`src/acs_regs.vh`:
```
// Purpose: Constants for the input configuration and sequencer block
// Assumes: 16-bit host frames, selector in the top five bits
// Notes:   Definitions only
`ifndef ACS_REGS_VH
`define ACS_REGS_VH
// ==========================================================
// Frame layout
`define ACS_FRAME_BITS 5'd16
`define ACS_SEL_HI 15
`define ACS_SEL_LO 11
`define ACS_PAIR_HI 10
`define ACS_PAIR_LO 3
`define ACS_COM_BIT 2
// ==========================================================
// Register selector codes
`define ACS_SEL_UNI 5'b10001
`define ACS_SEL_BIP 5'b10010
`define ACS_SEL_SPAN 5'b10011
`define ACS_SEL_SCAN_HI 5'b10100
`define ACS_SEL_SCAN_LO 5'b10101
`define ACS_SEL_SEQ 5'b10110
// ==========================================================
// Reset values
`define ACS_PAIR_RST 8'h00
`define ACS_MASK_RST 16'h0000
// ==========================================================
// Negative input source codes
`define ACS_NEG_GND 2'h0
`define ACS_NEG_PAIR 2'h1
`define ACS_NEG_COM 2'h2
// ==========================================================
// Sequence sizes
`define ACS_SEQ_DEPTH 256
`define ACS_NIB_LAST 2'h3
`endif

```
`src/acs_top.v`:
```
// Purpose: Input span/config decode and programmable channel sequencer
// Assumes: Serial clock well below clock_i/4; data sampled on its rise
// Notes:   Register writes commit on chip-select release
//
// Contract
// - Span selector code writes only span register
// - Span bit per pair, 0 half, 1 double
// - Span applies only to bipolar pairs
// - Single channel select used outside custom mode while no sequence runs
// - Custom mode uses the 16-bit scan mask
// - All bits zero: single-ended, binary coding
// - Only bipolar set: pair, two's complement
// - Unipolar set wins: pair, binary coding
// - Common mode: input against last pin, binary
// - Same decode for every pair
// - Sequence holds up to 256 entries
// - Entries stored as 4-bit channel nibbles
// - New pattern active by next select fall
// - Missing nibbles fill with channel 0
// - Excess nibbles ignored until select rises
// - Partial nibble stored as channel 0
// - Start runs from first sequence entry
// - Shutdown during last readout is safe
// - Unipolar selector code writes unipolar bits
// - Bipolar selector code writes bipolar bits
// - Common mode bit is bit 2
// - Scan selectors write upper/lower mask halves
`include "acs_regs.vh"
`timescale 1ns/10ps
`default_nettype none

module acs_top (
    // Clock and reset
    input wire clock_i,
    input wire sys_rst_i,
    // Serial host pins
    input wire cs_n_i,
    input wire sclk_i,
    input wire din_i,
    // Mode control from the scan controller
    input wire custom_mode_i,
    input wire [3:0] single_channel_select_i,
    // Sequencer control
    input wire seq_start_i,
    input wire seq_next_i,
    input wire shutdown_req_i,
    // Conversion setup
    output reg [15:0] chan_enable_o,
    output reg [3:0] conv_pos_o,
    output reg [1:0] conv_neg_o,
    output reg conv_twos_o,
    output reg conv_span_o,
    // Sequencer status
    output reg seq_active_o,
    output reg [7:0] seq_index_o,
    output reg seq_last_o,
    output reg shutdown_o
);

    // ==========================================================
    // Pin synchronisers
    reg [1:0] cs_sync_q;  // Chip select, two stages
    reg [1:0] sck_sync_q; // Serial clock, two stages
    reg [1:0] din_sync_q; // Data, two stages
    reg cs_prev_q;        // Last settled chip select
    reg sck_prev_q;       // Last settled serial clock

    // Second stage feeds the edge detectors and the data sample
    always @(posedge clock_i) begin
        if (sys_rst_i) begin
            cs_sync_q <= 2'h3;
            sck_sync_q <= 2'h0;
            din_sync_q <= 2'h0;
            cs_prev_q <= 1'b1;
            sck_prev_q <= 1'b0;
        end else begin
            cs_sync_q <= {cs_sync_q[0], cs_n_i};
            sck_sync_q <= {sck_sync_q[0], sclk_i};
            din_sync_q <= {din_sync_q[0], din_i};
            cs_prev_q <= cs_sync_q[1];
            sck_prev_q <= sck_sync_q[1];
        end
    end

    wire cs_fall = cs_prev_q & ~cs_sync_q[1];  // Frame begins
    wire cs_rise = ~cs_prev_q & cs_sync_q[1];  // Frame ends
    wire bit_stb = ~cs_sync_q[1] & ~sck_prev_q & sck_sync_q[1];
    wire din_s = din_sync_q[1];

    // ==========================================================
    // Frame receiver
    reg [15:0] shift_q;     // Incoming frame, MSB first
    reg [4:0] bit_cnt_q;    // Saturates at a full frame
    reg pat_expect_q;       // Next frame carries the pattern
    reg pat_frame_q;        // Current frame is a pattern frame
    reg [1:0] nib_cnt_q;    // Bits held of the current nibble
    reg [2:0] nib_q;        // Leading bits of the nibble
    reg [8:0] wr_idx_q;     // Next entry to write
    reg [7:0] len_pend_q;   // Length minus one, awaiting pattern
    reg [7:0] len_act_q;    // Length minus one, in use
    reg seq_loaded_q;       // A pattern has been loaded
    reg [7:0] uni_q;        // Unipolar bit per pair, index = pair
    reg [7:0] bip_q;        // Bipolar bit per pair
    reg [7:0] span_q;       // Span bit per pair
    reg com_q;              // Common reference mode
    reg [15:0] mask_q;      // Scan mask, bit n = input n

    wire [4:0] sel = shift_q[`ACS_SEL_HI:`ACS_SEL_LO];
    wire [7:0] field = shift_q[`ACS_PAIR_HI:`ACS_PAIR_LO];
    wire frame_ok = cs_rise & ~pat_frame_q & (bit_cnt_q == `ACS_FRAME_BITS);
    wire nib_done = pat_frame_q & bit_stb & (nib_cnt_q == `ACS_NIB_LAST);
    // Writes stop once the length is used up, the rest is dropped
    wire nib_wr = nib_done & (wr_idx_q <= {1'b0, len_pend_q});
    wire [3:0] nib_val = {nib_q, din_s};
    wire pat_clear = cs_fall & pat_expect_q;

    // Reverses frame bit order so index 0 is the first pair
    function [7:0] acs_rev8;
        input [7:0] v;
        integer k;
        begin
            for (k = 0; k < 8; k = k + 1) begin
                acs_rev8[k] = v[7 - k];
            end
        end
    endfunction

    // Shift and count, register commit on release
    always @(posedge clock_i) begin
        if (sys_rst_i) begin
            shift_q <= 16'h0000;
            bit_cnt_q <= 5'h00;
            pat_expect_q <= 1'b0;
            pat_frame_q <= 1'b0;
            nib_cnt_q <= 2'h0;
            nib_q <= 3'h0;
            wr_idx_q <= 9'h000;
            len_pend_q <= 8'h00;
            len_act_q <= 8'h00;
            seq_loaded_q <= 1'b0;
            uni_q <= `ACS_PAIR_RST;
            bip_q <= `ACS_PAIR_RST;
            span_q <= `ACS_PAIR_RST;
            com_q <= 1'b0;
            mask_q <= `ACS_MASK_RST;
        end else begin
            if (cs_fall) begin
                // New frame, counters restart; partial nibbles die here
                bit_cnt_q <= 5'h00;
                nib_cnt_q <= 2'h0;
                pat_frame_q <= pat_expect_q;
                pat_expect_q <= 1'b0;
                if (pat_expect_q) begin
                    wr_idx_q <= 9'h000;
                end
            end else if (bit_stb) begin
                if (bit_cnt_q != `ACS_FRAME_BITS) begin
                    shift_q <= {shift_q[14:0], din_s};
                    bit_cnt_q <= bit_cnt_q + 5'h01;
                end
                nib_q <= {nib_q[1:0], din_s};
                nib_cnt_q <= nib_cnt_q + 2'h1;
                if (nib_done) begin
                    wr_idx_q <= wr_idx_q + 9'h001;
                end
            end
            if (cs_rise & pat_frame_q) begin
                // Pattern takes effect before the next frame starts
                pat_frame_q <= 1'b0;
                len_act_q <= len_pend_q;
                seq_loaded_q <= 1'b1;
            end
            if (frame_ok) begin
                case (sel)
                    `ACS_SEL_SPAN: span_q <= acs_rev8(field);
                    `ACS_SEL_UNI: begin
                        uni_q <= acs_rev8(field);
                        com_q <= shift_q[`ACS_COM_BIT];
                    end
                    `ACS_SEL_BIP: bip_q <= acs_rev8(field);
                    `ACS_SEL_SCAN_HI: mask_q[15:8] <= field;
                    `ACS_SEL_SCAN_LO: mask_q[7:0] <= field;
                    `ACS_SEL_SEQ: begin
                        // Old pattern is dropped; a full reload must follow
                        len_pend_q <= field;
                        pat_expect_q <= 1'b1;
                        seq_loaded_q <= 1'b0;
                    end
                    default: ;
                endcase
            end
        end
    end

    // ==========================================================
    // Sequence storage, flip-flops per entry
    reg [3:0] seq_mem_q [0:`ACS_SEQ_DEPTH-1]; // Channel nibbles

    genvar gi;
    generate
        for (gi = 0; gi < `ACS_SEQ_DEPTH; gi = gi + 1) begin : g_entry
            localparam [8:0] ENT_IDX = gi;                 // This entry's slot number
            // Cleared at pattern start so unwritten entries read channel 0
            always @(posedge clock_i) begin
                if (sys_rst_i | pat_clear) begin
                    seq_mem_q[gi] <= 4'h0;
                end else if (nib_wr && (wr_idx_q == ENT_IDX)) begin
                    seq_mem_q[gi] <= nib_val;
                end
            end
        end
    endgenerate

    // ==========================================================
    // Sequence walker
    reg [7:0] rd_idx_q;    // Entry being converted
    reg run_q;             // Sequence running
    reg sd_pend_q;         // Shutdown asked for during the run

    wire at_last = (rd_idx_q == len_act_q);

    // Shutdown waits for the last entry so readout is never cut short
    always @(posedge clock_i) begin
        if (sys_rst_i) begin
            rd_idx_q <= 8'h00;
            run_q <= 1'b0;
            sd_pend_q <= 1'b0;
            shutdown_o <= 1'b0;
        end else begin
            if (seq_start_i & seq_loaded_q) begin
                rd_idx_q <= 8'h00;
                run_q <= 1'b1;
                // A request in the start cycle is kept, so setting wins
                sd_pend_q <= shutdown_req_i;
                shutdown_o <= 1'b0;
            end else begin
                if (shutdown_req_i) begin
                    sd_pend_q <= 1'b1;
                end
                if (run_q & seq_next_i) begin
                    if (at_last) begin
                        run_q <= 1'b0;
                        shutdown_o <= sd_pend_q | shutdown_req_i;
                    end else begin
                        rd_idx_q <= rd_idx_q + 8'h01;
                    end
                end else if (~run_q & shutdown_req_i) begin
                    shutdown_o <= 1'b1;
                end
            end
        end
    end

    // ==========================================================
    // Input configuration decode
    reg [3:0] cur_ch;      // Channel being set up
    reg [2:0] pair;        // Its even/odd pair
    reg [3:0] pos_d;
    reg [1:0] neg_d;
    reg twos_d;
    reg span_d;
    reg [15:0] en_d;

    // Same table for every pair, indexed by the pair's own bits
    always @* begin
        cur_ch = run_q ? seq_mem_q[rd_idx_q] : single_channel_select_i;
        pair = cur_ch[3:1];
        en_d = custom_mode_i ? mask_q : (16'h0001 << cur_ch);
        pos_d = cur_ch;
        neg_d = `ACS_NEG_GND;
        twos_d = 1'b0;
        span_d = 1'b0;
        if (com_q) begin
            neg_d = `ACS_NEG_COM;
        end else if (uni_q[pair]) begin
            pos_d = {pair, 1'b0};
            neg_d = `ACS_NEG_PAIR;
        end else if (bip_q[pair]) begin
            pos_d = {pair, 1'b0};
            neg_d = `ACS_NEG_PAIR;
            twos_d = 1'b1;
            span_d = span_q[pair];
        end
        // Otherwise single-ended against ground, binary
    end

    // Registered outputs
    always @(posedge clock_i) begin
        if (sys_rst_i) begin
            chan_enable_o <= 16'h0000;
            conv_pos_o <= 4'h0;
            conv_neg_o <= `ACS_NEG_GND;
            conv_twos_o <= 1'b0;
            conv_span_o <= 1'b0;
            seq_active_o <= 1'b0;
            seq_index_o <= 8'h00;
            seq_last_o <= 1'b0;
        end else begin
            chan_enable_o <= en_d;
            conv_pos_o <= pos_d;
            conv_neg_o <= neg_d;
            conv_twos_o <= twos_d;
            conv_span_o <= span_d;
            seq_active_o <= run_q;
            seq_index_o <= rd_idx_q;
            seq_last_o <= run_q & at_last;
        end
    end

endmodule // acs_top

`default_nettype wire

```
`config.mk`:
```
export PLATFORM = sky130hd
export DESIGN_NAME = acs_top
export DESIGN_NICKNAME = d
export VERILOG_FILES = /design/src/acs_top.v
export VERILOG_INCLUDE_DIRS = /design/src /design/src/src
export SDC_FILE = /design/constraint.sdc
export NUM_CORES = 2
export LEC_CHECK = 0
export BUFFER_PORTS_ARGS = -buffer_cell sky130_fd_sc_hd__buf_4
export CAP_MARGIN = 15
export CORE_MARGIN = 5
export CORE_UTILIZATION = 30
export CTS_CLUSTER_SIZE = 12
export DETAILED_ROUTE_END_ITERATION = 8
export SLEW_MARGIN = 20
export SYNTH_ARGS = -nofsm -noshare
export SYNTH_HDL_FRONTEND = slang
export SYNTH_SLANG_ARGS = --single-unit
export TNS_END_PERCENT = 100
```
`constraint.sdc`:
```
create_clock -name clock_i -period 3.9 [get_ports clock_i]
set_clock_uncertainty 0.2 [all_clocks]
set_input_delay 0.39 -clock clock_i [delete_from_list [all_inputs] [get_ports clock_i]]
set_output_delay 0.39 -clock clock_i [all_outputs]
set_load 0.02 [all_outputs]
```
; Yosys cells after proc, flatten, opt, wreduce, memory -nomap -nowiden
; Memory sizes are Yosys's and may differ from the RTL's. A register that Yosys moved wholly into a read port is not among the register bits.
; Cells that the tools add are included.
[word_totals]
in_bits = 13
n_memories = 1
register_bits = 148
ram_bits = 1024
out_inout_bits = 35
[memory_table]
columns = name, depth, word_bits, rd, rd_ports_with_merged_regs, wr, line
row1 = seq_mem_q, 256, 4, 1, 1, 256, acs_top.v:197  ; reg [3:0] seq_mem_q [0:`ACS_SEQ_DEPTH-1];
[classes]
reduce_logical = 282
order_cmp = 2
addsub = 4
mux = 1061
bitwise = 281
shifts = 1
eq_ne = 267
[op_table]
columns = op, n
row1 = "9-bit by 8-bit == test with 1-bit output, second input constant", 128
row2 = 4-bit two-way mux, 257
row3 = 1-bit two-way mux, 793
row4 = "9-bit by 7-bit == test with 1-bit output, second input constant", 64
row5 = "9-bit by 6-bit == test with 1-bit output, second input constant", 32
row6 = 1-bit bitwise OR, 258
row7 = 1-bit logical AND, 256
row8 = "9-bit by 5-bit == test with 1-bit output, second input constant", 16
row9 = "9-bit by 4-bit == test with 1-bit output, second input constant", 8
row10 = "9-bit by 3-bit == test with 1-bit output, second input constant", 4
row11 = 9-bit two-way mux, 4
row12 = "5-bit == test, second input constant", 7
row13 = 2-bit AND reduction, 11
row14 = "9-bit by 2-bit == test with 1-bit output, second input constant", 2
row15 = 16-bit two-way mux, 1
row16 = 8-bit two-way mux, 2
row17 = "1-bit by 4-bit << shifter with 16-bit output, first input constant", 1
row18 = 1-bit AND, 15
row19 = 2-bit nonzero test, 6
row20 = "9-bit by 1-bit adder with 9-bit output, second input constant", 1
row21 = 1-bit binary-select mux with 3-bit select, 3
row22 = "9-bit by 1-bit == test with 1-bit output, second input constant", 1
row23 = 9-bit by 8-bit less-or-equal comparator with 1-bit output, 1
row24 = 9-bit zero test, 1
row25 = 15 further kinds, 26

; Depth between registers and ports, before layout
[logic_depth]
word_depth = 11
ltp_mapped = 18
ltp_nobuf = 12

; Worst setup path after synthesis
; OpenSTA, ideal clock, no wires.
[synth_timing]
path_kind = register -> register
from = register with a tool-made name
to = register chan_enable_o[2]
path_stages_with_launch = 16
setup_time_ps = 65
slack_ps = 370
period_less_slack_ps = 3530
n_path_buf = 6
arrival_time_ps = 3265
required_time_ps = 3635
cell_sequence = dfxtp_1 buf_4 buf_6 buf_6 buf_4 buf_2 clkbuf_1 mux4_2 mux4_2 o22ai_1 nand2_1 nand4_1 nand3_2 or2_1 o2bb2a_4 nor2_1
[synth_rtl]
columns = item, line
row1 = "end signal, assigned", acs_top.v:299  ; chan_enable_o <= en_d;
row2 = "end, declared", acs_top.v:48  ; output reg [15:0] chan_enable_o,

==> qor.csv <==
metric,value,unit
class of the tightest hold or removal check,in -> reg,
wire length of the first global-routing pass,251000,µm
Worst-Margin Slew,0.982,ns
power density cells,412,nW/µm²
clock tree root buffer cell,sky130_fd_sc_hd__clkbuf_16,
routed wire length per instance,26.0,µm
fraction of post-synthesis cell area in the top cell type by area,0.587,
synthesis-to-layout area growth,20.9,%
post-synthesis sequential area ratio,0.646,
Final #Nets,4432,
CP Cell Sequence,buf_12 -> buf_16 -> mux4_1 -> mux4_2 -> mux2_4 -> o22ai_2 -> or4b_4 -> o311ai_4 -> buf_12 -> mux4_2 -> buf_6 -> nor3_4 -> a32o_1,
TritonCTS Sinks,1180,
run status,"complete, no violations",
post-synthesis cell type with the largest combined area,sky130_fd_sc_hd__edfxtp_1,
via count,36300,
number of setup violations in the final report,0,
largest driver fanout on the critical path,6,
worst-case headroom to the max-slew limit,0.344,
Setup WS post-layout,0.0224,ns
Critical Path RT,4.37,ns
slowest stage cell on the critical path,sky130_fd_sc_hd__mux4_1,
Total Routed Length,177000,µm
total track usage,0.186,
Vert. Die Dim,428,µm
leakage power of the design,21.0,nW
R2R Path End,conv_span_o,
Yosys reg bits,1180,
cell types with the largest area share after synthesis,"sky130_fd_sc_hd__edfxtp_1 59%, sky130_fd_sc_hd__mux4_2 12%, sky130_fd_sc_hd__nor2_1 7.6%",
latest clock arrival within the worst-skew pair,0.76,ns
critical path depth in cells,13,
instance count of the mapped netlist,4008,
fraction of the mapped netlist area in compound gates,0.0474,
count of H-tree levels built during CTS,3,
length in cells of the worst reg-to-reg path,13,
final number of max-transition violations,0,
antenna violations before repair,5,
Boundary Pins,48,
Post-DRT Antenna Nets,0,
core occupancy in the finished layout,0.365,
core box area,174000,µm²
initial core utilization,0.301,
mux share of post-synthesis cell area,0.140,
nature of the critical path startpoint,flop,
maximum capacitance violations,0,
share of synthesized flip-flops with an asynchronous set or reset,0,
Crit path max-delay family,multiplexers,
floorplan die width,428,µm
fraction of final layout cells with drive strength greater than 1,0.260,
Critical Path Max Stage Delay,0.54,ns
Total Neg Setup Slack,0,ns
maximum number of pins on one net before global-route repair,104,
XOR/XNOR share of the synthesized area,0.00435,
drc violations,0,
type of element capturing the critical path,flop,
clock slew seen by the registers of the worst setup and hold paths,0.06,ns
"share of synthesized cell area in full adder, half adder and majority cells",0.00406,
number of global-route vias before repair,35200,
Vias per Instance,5.33,
simple logic cell fraction of the synthesized area,0.122,
Post-Syn Area,52400,µm²
worst reg-to-reg setup slack,0.02,ns
FP Rows,153,
buffer and inverter count on the worst path,4,
category of the most critical setup path,reg -> reg,
synthesized area divided by synthesized cell count,13.1,µm²
clock buffer depth,3,
input/output buffers,47,
syn_nets,4038,
unique cell type count in the Yosys netlist,66,
termination of the worst setup path,conv_span_o,
Max Freq,258,MHz
number of filler instances in the final layout,16700,
setup slack at placement,-0.238,ns
Final Hold Viols,0,
full die area,183000,µm²
post-layout minimum cycle time,3.88,ns
Min-Delay Path Depth,5,
CTS tree,done,
count of TritonRoute iterations in the first routing pass,6,
combinational family with the most area after synthesis,multiplexers,
main flop type after synthesis,sky130_fd_sc_hd__edfxtp_1,
arrival time at the worst endpoint,4.35,ns
worst hold slack across all endpoints,0.137,ns
ratio of final minimum period to clock period,0.994,
remaining global-route overflow,0,
estimated wirelength of the detail-placed design,115000,µm
number of warnings printed during yosys synthesis,0,
drt first-iter violations,5273,
routability congestion estimate from global placement,0.934,
IR Drop Worst-Case VDD,0.372,mV
number of synthesized flops with an enable pin,1024,
power consumption,26.1,mW
unrepaired setup endpoints after global routing,yes,
CTS Buf Count,120,
through the flow:
step,instance area [µm²],std cells
floorplan,52400,4008
global placement,59000,6562
detailed placement,59000,6562
CTS,63100,6794
global route,63400,6811
finish,63400,6812
how the worst min path moves through the flow:
stage                                           from             to  slack, ns
after detailed placement                cs_sync_q[0]   cs_sync_q[1]       0.19
after floorplan                         cs_sync_q[0]   cs_sync_q[1]       0.19
after global routing      single_channel_select_i[1]  conv_pos_o[1]       0.12
after CTS                 single_channel_select_i[1]  conv_pos_o[1]       0.09
after global placement                  cs_sync_q[0]   cs_sync_q[1]       0.21
final                     single_channel_select_i[1]  conv_pos_o[1]       0.14
synth_stat cells (all sizes together) (19+ instances only):
cell type and number:
a21oi 66, dfxtp 156, clkbuf 290, nor2b 35
buf 106, mux2i 69, nor4 21, nor3 67
nor2 1066, a22oi 19, nand3 47, nand2 250
o21ai 283, inv 26, xor2 22, edfxtp 1024
mux4 288
sequential cells by signal (all words and copies together), names as in the netlist, 8 cells and up, named ones only:
register,count
rd_idx_q,8
len_pend_q,8
uni_q,8
seq_mem_q,1024
shift_q,16
seq_index_o,8
span_q,8
chan_enable_o,16
len_act_q,8
wr_idx_q,9
bip_q,8
mask_q,16
power breakdown:
group / switching [mW] / internal, mW
sequential: 0.142 / 14.0
clock: 4.88 / 6.14
combinational: 0.495 / 0.416
total: 5.52 / 20.6
final cells by class:
class	count	area, µm²	share of cell area
antenna	2	5.00	0.0000790
clock buffer	160	3260	0.0514
clock inverter	45	390	0.00616
inverter	26	97.6	0.00154
multi-input combinational	2406	16800	0.266
sequential	1180	33900	0.535
tap	2325	2910	0.0459
timing repair buffer	668	5960	0.0941
layer usage:
| layer | vias to the layer above | GRT usage | share of wire |
|---|---|---|---|
| met4 | 0 | 0.0693 | 0.044 |
| met2 | 2339 | 0.296 | 0.46 |
| met1 | 18200 | 0.245 | 0.37 |
| met5 | - | 0 | 0 |
| li1 | 15400 | - | - |
| met3 | 398 | 0.0503 | 0.12 |
cells by family after synthesis:
group                    after synthesis
flip-flops                          1180
adder cells (fa/ha/maj)               17
AND/OR/NAND/NOR                     1564
multiplexers                         365
AO/OA/AOI/OAI                        434
XOR/XNOR                              26
buffers and inverters                422
worst register-to-register path: stages (launching register included):
cell                       delay (ns)
sky130_fd_sc_hd__dfxtp_4         0.39
sky130_fd_sc_hd__buf_12          0.16
sky130_fd_sc_hd__buf_16          0.15
sky130_fd_sc_hd__mux4_1          0.55
sky130_fd_sc_hd__mux4_2          0.54
sky130_fd_sc_hd__mux2_4          0.34
sky130_fd_sc_hd__o22ai_2         0.12
sky130_fd_sc_hd__or4b_4          0.16
sky130_fd_sc_hd__o311ai_4        0.09
sky130_fd_sc_hd__buf_12          0.17
sky130_fd_sc_hd__mux4_2          0.45
sky130_fd_sc_hd__buf_6           0.14
sky130_fd_sc_hd__nor3_4          0.16
sky130_fd_sc_hd__a32o_1          0.19
placed cells by master, fill, tap and decap left out, drive strengths merged, types with 8 or more instances in the layout:
master	instances
nor2	1066
edfxtp	1024
buf	656
mux4	288
o21ai	283
nand2	250
clkbuf	161
dfxtp	156
mux2i	69
nor3	67
a21oi	66
nand3	47
clkinv	37
nor2b	35
inv	29
xor2	22
nor4	21
a22oi	19
o22ai	18
ha	17
nand4	12
dlygate4sd3	11
nand2b	11
nand3b	10
and3	10
a211oi	9
mux2	8
timing repair:
| action | 4_1_cts | 5_1_grt |
|---|---|---|
| pin swaps | 3 | 14 |
| setup endpoints to repair | 14 | 110 |
| gates cloned | 4 | 1 |
| hold buffers | 11 | 0 |
| gates resized for setup | 20 | 52 |
| buffers inserted | 12 | 17 |
| hold endpoints to repair | 25 | 0 |
Power figures use the tool's default switching activity.
